$ cat config.mk
export PLATFORM = sky130hd
export DESIGN_NAME = ssk_start_clocking
export DESIGN_NICKNAME = d
export VERILOG_FILES = /design/src/hdl/ssk_pkg.sv /design/src/hdl/ssk_clk_div.sv /design/src/hdl/ssk_start_clocking.sv
export SDC_FILE = /design/constraint.sdc
export NUM_CORES = 1
export LEC_CHECK = 0
export BUFFER_PORTS_ARGS = -buffer_cell sky130_fd_sc_hd__buf_2
export CORE_MARGIN = 5
export CORE_UTILIZATION = 51
export CTS_BUF_LIST = sky130_fd_sc_hd__clkbuf_4 sky130_fd_sc_hd__clkbuf_8
export DETAILED_ROUTE_END_ITERATION = 12
export GPL_ROUTABILITY_DRIVEN = 0
export MAX_ROUTING_LAYER = met4
export PLACE_DENSITY_LB_ADDON = 0.05
export SLEW_MARGIN = 25
export SYNTH_ARGS = -nofsm -noshare
export SYNTH_HDL_FRONTEND = slang
export SYNTH_SLANG_ARGS = --single-unit
$ cat constraint.sdc
create_clock -name ref_clk -period 3.7 [get_ports ref_clk]
set_input_delay 0.555 -clock ref_clk [delete_from_list [all_inputs] [get_ports ref_clk]]
set_output_delay 0.555 -clock ref_clk [all_outputs]
set_load 0.01 [all_outputs]
$ cat src/hdl/ssk_pkg.sv
// constants and encodings for the serial start and clocking logic
package ssk_pkg;
  localparam int DATA_LEN_DEF = 8;
  localparam int DLY_W_DEF = 8;
  localparam int DIV_W_DEF = 12;
  localparam int SEL_W = 3;
  // start selection
  localparam logic [2:0] START_CONT = 3'h0;
  localparam logic [2:0] START_RX = 3'h1;
  localparam logic [2:0] START_LOW = 3'h2;
  localparam logic [2:0] START_HIGH = 3'h3;
  localparam logic [2:0] START_FALL = 3'h4;
  localparam logic [2:0] START_RISE = 3'h5;
  localparam logic [2:0] START_LEVEL = 3'h6;
  localparam logic [2:0] START_ANY = 3'h7;
  // frame sync output select
  localparam logic [2:0] FS_NONE = 3'h0;
  localparam logic [2:0] FS_NEG_PULSE = 3'h1;
  localparam logic [2:0] FS_POS_PULSE = 3'h2;
  localparam logic [2:0] FS_LOW = 3'h3;
  localparam logic [2:0] FS_HIGH = 3'h4;
  localparam logic [2:0] FS_TOGGLE = 3'h5;
  // clock source select
  localparam logic [1:0] CKS_DIV = 2'h0;
  localparam logic [1:0] CKS_OWN_PIN = 2'h1;
  localparam logic [1:0] CKS_OTHER = 2'h2;
  // clock output mode
  localparam logic [1:0] CKO_NONE = 2'h0;
  localparam logic [1:0] CKO_CONT = 2'h1;
  localparam logic [1:0] CKO_XFER = 2'h2;
  // extra lag of an rx-triggered tx start
  localparam int START_LAG = 2;
  // reset values
  localparam logic RST_LEVEL = 1'b0;
  localparam logic RST_FS_LEVEL = 1'b1;
endpackage : ssk_pkg

$ cat src/hdl/ssk_clk_div.sv
// master clock divider for the serial clock
`timescale 1ns/1ps
module ssk_clk_div #(
  parameter int DIV_W = 12
) (
  // clock and reset
  input wire logic ref_clk,
  input wire logic rst,
  // control
  input wire logic en,
  input wire logic [DIV_W-1:0] divVal,
  // divided clock
  output logic clkLevel_q,
  output logic risePulse,
  output logic fallPulse
);
  import ssk_pkg::*;

  logic [DIV_W:0] cnt_q, cnt_d;
  logic first_q, first_d;
  logic clkLevel_d;
  logic [DIV_W:0] half;
  logic wrap;

  initial begin
    if (DIV_W < 1) $error("ssk_clk_div: DIV_W must be at least 1");
  end

  always_comb begin
    half = first_q ? ({1'b0, divVal} + {{DIV_W{1'b0}}, 1'b1}) : {1'b0, divVal};
    wrap = en && (cnt_q + {{DIV_W{1'b0}}, 1'b1} >= half);
    cnt_d = cnt_q;
    first_d = first_q;
    clkLevel_d = clkLevel_q;
    if (!en) begin
      cnt_d = '0;
      first_d = 1'b1;
      clkLevel_d = RST_LEVEL;
    end else if (wrap) begin
      cnt_d = '0;
      clkLevel_d = !clkLevel_q;
      if (clkLevel_q) first_d = 1'b0;
    end else begin
      cnt_d = cnt_q + {{DIV_W{1'b0}}, 1'b1};
    end
    risePulse = wrap && !clkLevel_q;
    fallPulse = wrap && clkLevel_q;
  end

  always_ff @(posedge ref_clk or posedge rst) begin
    if (rst) begin
      cnt_q <= '0;
      first_q <= 1'b1;
      clkLevel_q <= RST_LEVEL;
    end else begin
      cnt_q <= cnt_d;
      first_q <= first_d;
      clkLevel_q <= clkLevel_d;
    end
  end
endmodule : ssk_clk_div

$ cat src/hdl/ssk_start_clocking.sv
// start, frame-sync and clock output logic of the serial controller
`timescale 1ns/1ps
module ssk_start_clocking #(
  parameter int DATA_LEN = ssk_pkg::DATA_LEN_DEF,
  parameter int DLY_W = ssk_pkg::DLY_W_DEF,
  parameter int DIV_W = ssk_pkg::DIV_W_DEF
) (
  // clock and reset
  input wire logic ref_clk,
  input wire logic rst,
  // shared configuration
  input wire logic [DIV_W-1:0] clkDiv,
  // transmit configuration
  input wire logic [ssk_pkg::SEL_W-1:0] txStartSel,
  input wire logic [DLY_W-1:0] txStartDelay,
  input wire logic [ssk_pkg::SEL_W-1:0] txFsOutSel,
  input wire logic [1:0] txClkSource,
  input wire logic txClkIsOutput,
  input wire logic [DATA_LEN-1:0] txWord,
  // receive configuration
  input wire logic [ssk_pkg::SEL_W-1:0] rxStartSel,
  input wire logic [ssk_pkg::SEL_W-1:0] rxFsOutSel,
  input wire logic [1:0] rxClkSource,
  input wire logic [1:0] rxClkOutMode,
  input wire logic rxClkInvert,
  // transmit pins
  input wire logic txClkIn,
  output logic txClkOut_q,
  output logic txClkOe_q,
  input wire logic txFsIn,
  output logic txFsOut_q,
  output logic txFsOe_q,
  output logic txDataOut_q,
  output logic txDataOe_q,
  // receive pins
  input wire logic rxClkIn,
  output logic rxClkOut_q,
  output logic rxClkOe_q,
  input wire logic rxFsIn,
  input wire logic rxDataIn,
  // status
  output logic txDone_q,
  output logic txReject_q,
  output logic [DATA_LEN-1:0] rxWord_q,
  output logic rxValid_q
);
  import ssk_pkg::*;

  typedef enum logic [1:0] {TX_IDLE, TX_DELAY, TX_SHIFT} ssk_tx_e;
  typedef enum logic {RX_IDLE, RX_RECV} ssk_rx_e;
  localparam int CNT_W = (DLY_W > $clog2(DATA_LEN + 1)) ? DLY_W : $clog2(DATA_LEN + 1);
  localparam logic [CNT_W-1:0] LAST_BIT = CNT_W'(DATA_LEN - 1);

  initial begin
    if (DATA_LEN < 1 || DLY_W < 1 || DIV_W < 1) $error("ssk_start_clocking: widths must be at least 1");
  end

  function automatic logic startHit(input logic [SEL_W-1:0] sel, input logic cur, input logic prev);
    case (sel)
      START_LOW: startHit = !cur;
      START_HIGH: startHit = cur;
      START_FALL: startHit = prev && !cur;
      START_RISE: startHit = !prev && cur;
      START_LEVEL, START_ANY: startHit = prev != cur;
      default: startHit = 1'b0;
    endcase
  endfunction : startHit

  function automatic logic isEdgeSel(input logic [SEL_W-1:0] sel);
    isEdgeSel = (sel == START_FALL) || (sel == START_RISE) || (sel == START_ANY);
  endfunction : isEdgeSel

  // divided clock
  logic divRun, divLevel, divRise, divFall;
  ssk_tx_e txState_q, txState_d;
  ssk_rx_e rxState_q, rxState_d;
  logic [CNT_W-1:0] txCnt_q, txCnt_d, rxCnt_q, rxCnt_d;
  logic [DATA_LEN-1:0] txShift_q, txShift_d, rxWord_d, rxShift_q, rxShift_d;
  logic [START_LAG-1:0] rxStartLag_q, rxStartLag_d;
  logic txFsPrev_q, rxFsPrev_q, txClkPrev_q, rxClkPrev_q;
  logic txClkOut_d, txClkOe_d, txFsOut_d, txFsOe_d, txDataOut_d, txDataOe_d;
  logic rxClkOut_d, rxClkOe_d, txDone_d, txReject_d, rxValid_d, toggle_q, toggle_d, firstBit_q, firstBit_d;
  logic rxStartEv, txStartEv, txBlocked, useLag, rxUsesDiv, rxRise, rxFall, rxSample, txFall;

  always_comb begin
    rxUsesDiv = (rxClkSource == CKS_DIV) && (clkDiv != '0);
    divRun = (clkDiv != '0) && ((rxClkOutMode != CKO_XFER) || (rxState_q == RX_RECV) || rxStartEv);
  end

  ssk_clk_div #(.DIV_W(DIV_W)) divider (
    .ref_clk(ref_clk),
    .rst(rst),
    .en(divRun),
    .divVal(clkDiv),
    .clkLevel_q(divLevel),
    .risePulse(divRise),
    .fallPulse(divFall)
  );

  // start detection and clock selection
  always_comb begin
    rxRise = rxUsesDiv ? divRise : (!rxClkPrev_q && rxClkIn);
    rxFall = rxUsesDiv ? divFall : (rxClkPrev_q && !rxClkIn);
    rxSample = rxClkInvert ? rxRise : rxFall;
    case (txClkSource)
      CKS_OWN_PIN: txFall = txClkPrev_q && !txClkIn;
      CKS_OTHER: txFall = rxFall;
      default: txFall = divFall;
    endcase
    rxStartEv = (rxState_q == RX_IDLE) && ((rxStartSel == START_CONT) ||
      ((rxFsOutSel == FS_NONE) && startHit(rxStartSel, rxFsIn, rxFsPrev_q)));
    useLag = (txStartSel == START_RX) && (txStartDelay != '0) && isEdgeSel(rxStartSel) && (rxFsOutSel == FS_NONE);
    rxStartLag_d = {rxStartLag_q[START_LAG-2:0], rxStartEv};
    txBlocked = txClkIsOutput && (txFsOutSel == FS_NONE) && isEdgeSel(txStartSel) &&
      (txStartDelay == '0);
    case (txStartSel)
      START_CONT: txStartEv = 1'b1;
      START_RX: txStartEv = useLag ? rxStartLag_q[START_LAG-1] : rxStartEv;
      default: txStartEv = (txFsOutSel == FS_NONE) && startHit(txStartSel, txFsIn, txFsPrev_q) && !txBlocked;
    endcase
  end

  // transmit sequencing
  always_comb begin
    txState_d = txState_q;
    txCnt_d = txCnt_q;
    txShift_d = txShift_q;
    txDataOut_d = txDataOut_q;
    txDataOe_d = txDataOe_q;
    toggle_d = toggle_q;
    firstBit_d = firstBit_q;
    txDone_d = 1'b0;
    txReject_d = txBlocked;
    case (txState_q)
      TX_IDLE: begin
        if (txStartEv) begin
          if (txFsOutSel == FS_TOGGLE) toggle_d = !toggle_q;
          if (txStartDelay == '0) begin
            txState_d = TX_SHIFT;
            txShift_d = txWord << 1;
            txDataOut_d = txWord[DATA_LEN-1];
            txDataOe_d = 1'b1;
            txCnt_d = LAST_BIT;
            firstBit_d = 1'b1;
          end else begin
            txState_d = TX_DELAY;
            txCnt_d = CNT_W'(txStartDelay);
          end
        end
      end
      TX_DELAY: begin
        if (txFall) begin
          if (txCnt_q == CNT_W'(1)) begin
            txState_d = TX_SHIFT;
            txShift_d = txWord << 1;
            txDataOut_d = txWord[DATA_LEN-1];
            txDataOe_d = 1'b1;
            txCnt_d = LAST_BIT;
            firstBit_d = 1'b1;
          end else begin
            txCnt_d = txCnt_q - CNT_W'(1);
          end
        end
      end
      TX_SHIFT: begin
        if (txFall) begin
          firstBit_d = 1'b0;
          if (txCnt_q == '0) begin
            txState_d = TX_IDLE;
            txDataOe_d = 1'b0;
            txDone_d = 1'b1;
          end else begin
            txDataOut_d = txShift_q[DATA_LEN-1];
            txShift_d = txShift_q << 1;
            txCnt_d = txCnt_q - CNT_W'(1);
          end
        end
      end
      default: txState_d = TX_IDLE;
    endcase
    // frame sync output
    txFsOe_d = txFsOutSel != FS_NONE;
    case (txFsOutSel)
      FS_NEG_PULSE: txFsOut_d = !(txState_d == TX_SHIFT && firstBit_d);
      FS_POS_PULSE: txFsOut_d = txState_d == TX_SHIFT && firstBit_d;
      FS_LOW: txFsOut_d = txState_d == TX_IDLE;
      FS_HIGH: txFsOut_d = txState_d != TX_IDLE;
      FS_TOGGLE: txFsOut_d = toggle_d;
      default: txFsOut_d = RST_FS_LEVEL;
    endcase
    txClkOut_d = divLevel;
    txClkOe_d = txClkIsOutput;
  end

  // receive sequencing and clock output
  always_comb begin
    rxState_d = rxState_q;
    rxCnt_d = rxCnt_q;
    rxShift_d = rxShift_q;
    rxWord_d = rxWord_q;
    rxValid_d = 1'b0;
    case (rxState_q)
      RX_IDLE: begin
        if (rxStartEv) begin
          rxState_d = RX_RECV;
          rxCnt_d = LAST_BIT;
        end
      end
      RX_RECV: begin
        if (rxSample) begin
          rxShift_d = {rxShift_q[DATA_LEN-2:0], rxDataIn};
          if (rxCnt_q == '0) begin
            rxState_d = RX_IDLE;
            rxWord_d = {rxShift_q[DATA_LEN-2:0], rxDataIn};
            rxValid_d = 1'b1;
          end else begin
            rxCnt_d = rxCnt_q - CNT_W'(1);
          end
        end
      end
      default: rxState_d = RX_IDLE;
    endcase
    rxClkOut_d = divLevel ^ rxClkInvert;
    case (rxClkOutMode)
      CKO_CONT: rxClkOe_d = 1'b1;
      CKO_XFER: rxClkOe_d = rxState_d == RX_RECV;
      default: rxClkOe_d = 1'b0;
    endcase
  end

  always_ff @(posedge ref_clk or posedge rst) begin
    if (rst) begin
      txState_q <= TX_IDLE;
      rxState_q <= RX_IDLE;
      txCnt_q <= '0;
      rxCnt_q <= '0;
      txShift_q <= '0;
      rxShift_q <= '0;
      rxWord_q <= '0;
      rxStartLag_q <= '0;
      txFsPrev_q <= RST_LEVEL;
      rxFsPrev_q <= RST_LEVEL;
      txClkPrev_q <= RST_LEVEL;
      rxClkPrev_q <= RST_LEVEL;
      toggle_q <= RST_LEVEL;
      firstBit_q <= 1'b0;
      txClkOut_q <= RST_LEVEL;
      txClkOe_q <= 1'b0;
      txFsOut_q <= RST_FS_LEVEL;
      txFsOe_q <= 1'b0;
      txDataOut_q <= RST_LEVEL;
      txDataOe_q <= 1'b0;
      rxClkOut_q <= RST_LEVEL;
      rxClkOe_q <= 1'b0;
      txDone_q <= 1'b0;
      txReject_q <= 1'b0;
      rxValid_q <= 1'b0;
    end else begin
      txState_q <= txState_d;
      rxState_q <= rxState_d;
      txCnt_q <= txCnt_d;
      rxCnt_q <= rxCnt_d;
      txShift_q <= txShift_d;
      rxShift_q <= rxShift_d;
      rxWord_q <= rxWord_d;
      rxStartLag_q <= rxStartLag_d;
      txFsPrev_q <= txFsIn;
      rxFsPrev_q <= rxFsIn;
      txClkPrev_q <= txClkIn;
      rxClkPrev_q <= rxClkIn;
      toggle_q <= toggle_d;
      firstBit_q <= firstBit_d;
      txClkOut_q <= txClkOut_d;
      txClkOe_q <= txClkOe_d;
      txFsOut_q <= txFsOut_d;
      txFsOe_q <= txFsOe_d;
      txDataOut_q <= txDataOut_d;
      txDataOe_q <= txDataOe_d;
      rxClkOut_q <= rxClkOut_d;
      rxClkOe_q <= rxClkOe_d;
      txDone_q <= txDone_d;
      txReject_q <= txReject_d;
      rxValid_q <= rxValid_d;
    end
  end
endmodule : ssk_start_clocking

==> flow_summary.yaml <==
cts:
  cts_tree: "yes"
  cts_inserted_buffers: 9
  htree_levels: 3
  insertion_delay_ns: 0.34
  cts_buffer_depth: 2
  clock_sinks: 75
  ctsHoldBuffers: 0
  clockRootBuffer: "clkbuf_8"
  clk_pin_slew_ns: 0.08
place:
  dp_hpwl_mm: 8.059
  numPortBuffers: 73
  placed_cells: 663
setup_path:
  critical_path_arrival_ns: 4.00
  cp_top_family: "simple AND/OR/NAND/NOR gates"
  startpoint_type: "flop"
  crit_chain: "and4_1 -> and3_4 -> and2_4 -> nand2_2 -> xor2_1 -> ha_1 -> o2111ai_1 -> a31oi_1 -> o31ai_2 -> a21boi_2 -> a32oi_2 -> a221o_1 -> or3b_4 -> nand2b_4 -> mux2_4"
  path_class: "flop to flop"
  cp.required_ns: 3.93
  crit_path_max_incr_delay_ns: 0.54
  end_kind: "flop"
  crit_buf_inv: 0
  cpMaxStageDelayCell: "dfstp_2"
  worst-path-max-fanout: 8
synthesis:
  netlist_area_sq_um: 4603
  ys_types: 67
  ys.flop_type: "dfrtp_1"
  synthesis.nets: 541
  ys_seq_elements: 75
  synth_top_cell_area_share: 0.3968
  ys.warnings.count: 0
  yosysTopAreaCell: "dfrtp_1"
  synthCells: 455
  async_flop_share: 1.000
  synth_seq_area_share: 0.4083
  synth-edff-count: 0
  syn_avg_cell_area_sq_um: 10.12
  synthTopCellsByArea: "dfrtp_1, ha_1, mux2_2"
drt:
  vias_per_cell: 5.573
  ant_nets: 0
  drt-initial-drc-count: 122
  wl_mm: 10.65
  drtPass1Iterations: 4
  wl_per_cell_um: 15.61
  vias: 3801
  drc: 0
timing:
  maxSlewViolCount: 0
  setup_violations: 7
  timing.slew.headroom: 0.5421
  rsz0062_at_grt: "yes"
  worst-slew-pin-transition_ns: 0.6869
  fmax_mhz: 265.0
  finalHoldViolations: 0
  post-route-period-util: 1.020
  setup_tns_ns: -0.4914
  min_period_ns: 3.774
  finClkSkew_ns: 0.01103
  layout_setup_ws_ns: -0.07396
cells_and_area:
  drive_gt1_frac: 0.3362
  num-nets-final: 655
  diodes: 0
  area_growth_pct: 23.16
  instances_no_fill: 682
grt:
  grt_max_degree: 76
  grt_pass1_vias: 3787
  grt_usage: 0.2017
  overflow: 0
  antenna_found_initial: 0
  grt_pass1_wl_mm: 18.09
die:
  die_h_um: 105.0
  die-area_sq_um: 11030
  die-width_um: 105.0
  initial_core_util: 0.5253
  num_rows: 34
  coreArea_sq_um: 8763
  ios: 74
run:
  maxCapViolations: 0
status:
  failed_checks: "setup timing"
  status: "finished with violations"
pwr:
  ir_worst_vdd_mv: 0.2964
  power_density_nw_per_um2: 564.5
  leakage_uw: 0.002800
worst_hold_path:
  hold_path_class: "input pin to flop"
-- per-stage QoR --
step / util / instance area (sq um) / hold WS (ns) / worst slack, ns / power [uW]
6_report: 0.6469 / 5669 / 0.3344 / -0.07396 / 3200
5_1_grt: 0.6469 / 5669 / 0.3081 / -0.2038 / 3433
3_5_place_dp: 0.6105 / 5350 / 0.3388 / -0.2705 / 2448
2_1_floorplan: - / 4632 / 0.3312 / -0.1043 / 2072
3_3_place_gp: 0.6105 / 5350 / 0.3344 / -0.1158 / 2414
4_1_cts: 0.6395 / 5604 / 0.3145 / -0.05548 / 3196
-- cell usage after synthesis, types with 11 or more instances --
cell,number
mux2_2,25
xor2_1,17
ha_1,31
inv_1,35
nor3_1,17
and3_1,11
dfrtp_1,73
nand3_1,20
nor2_1,22
xnor2_1,15
a21oi_1,15
nor2b_1,14
nand2_1,21
o21ai_0,24
-- placed cells by master (no fill, tap or decap), types with 6 or more instances in the layout --
| cell type | Yosys | final |
|---|---|---|
| xnor2_1 | 15 | 15 |
| nor2b_1 | 14 | 14 |
| nand3_1 | 20 | 20 |
| buf_4 | 0 | 37 |
| inv_1 | 35 | 34 |
| o21ai_0 | 24 | 22 |
| nand2_1 | 21 | 20 |
| clkbuf_8 | 0 | 10 |
| nor2_1 | 22 | 22 |
| a21oi_1 | 15 | 15 |
| a22o_1 | 6 | 6 |
| and3_1 | 11 | 7 |
| mux2_4 | 7 | 7 |
| nor3_1 | 17 | 17 |
| mux2_2 | 25 | 25 |
| dfrtp_1 | 73 | 73 |
| ha_1 | 31 | 31 |
| xor2_1 | 17 | 17 |
| buf_2 | 1 | 73 |
-- cell families (layout without fill, tap and decap cells) --
logic type | Yosys count | count (layout) | synth area share
AND/OR/NAND/NOR | 146 | 146 | 0.1764
AO/OA/AOI/OAI | 93 | 93 | 0.1441
flip-flops | 75 | 75 | 0.4083
buffers and inverters | 44 | 163 | 0.03778
multiplexers | 34 | 34 | 0.08834
XOR/XNOR | 32 | 32 | 0.06089
adder cells (fa/ha/maj) | 31 | 31 | 0.08426
-- registers in the layout (all words and copies together), names as in the netlist, 2 cells and up --
signal and cells:
divider.cnt_q 13, rxShift_q 7, rxStartLag_q 2, txShift_q 7, rxCnt_q 8, rxWord_q 8
txState_q 2, txCnt_q 8
-- path summary, 6_finish.rpt --
| check | startpoint | to | slack [ns] | cells past startpoint |
|---|---|---|---|---|
| worst max-delay path | divider.first_q$_DFFE_PP1P_ | txShift_q[6]$_DFFE_PP0P_ | -0.07 | 15 |
| min in group asynchronous | rst | txShift_q[6]$_DFFE_PP0P_ | 0.39 | 3 |
| worst min register to register | rxStartLag_q[0]$_DFF_PP0_ | rxStartLag_q[1]$_DFF_PP0_ | 0.35 | 0 |
| max in group asynchronous | rst | rxClkOe_q$_DFF_PP0_ | 2.84 | 3 |
| worst min-delay path | txClkIn | txClkPrev_q$_DFF_PP0_ | 0.33 | 1 |
| worst max register to register | divider.first_q$_DFFE_PP1P_ | txShift_q[6]$_DFFE_PP0P_ | -0.07 | 15 |
-- layout make-up --
cell class              instances  area (sq um)
multi-input cells             336          2631
fillers                       746          3094
clock buffers                  10         137.6
inverters                      35         131.4
flip-flops and latches         75          1879
well taps                     108         135.1
repair buffers                112         665.6
clock inverters                 6         88.84
-- power breakdown --
part / switching [uW] / total, uW / leakage [uW] / internal, uW
clock network: 312 / 710 / 0.000108 / 398
registers: 172 / 1230 / 0.000946 / 1060
logic: 646 / 1260 / 0.00175 / 612
-- routing by layer --
metal | vias up | share of wire | track usage
met5 | - | 0 | -
met4 | 0 | 0.024 | 0.07123
met3 | 21 | 0.041 | 0.04316
met2 | 85 | 0.45 | 0.2959
met1 | 1816 | 0.48 | 0.2762
li1 | 1879 | - | -
-- worst register-to-register path, cell delays in order, from the launching register on --
cell       delay, ns
dfstp_2         0.54
and4_1          0.18
and3_4          0.20
and2_4          0.15
nand2_2         0.05
xor2_1          0.14
ha_1            0.32
o2111ai_1       0.12
a31oi_1         0.24
o31ai_2         0.13
a21boi_2        0.18
a32oi_2         0.14
a221o_1         0.36
or3b_4          0.38
nand2b_4        0.22
mux2_4          0.32
-- timing repair --
item,in CTS,in global routing
resized for setup,5,12
endpoints found under the setup margin,9,18
pin swaps,0,5
setup buffers,3,1
(Power assumes the default switching activity.)
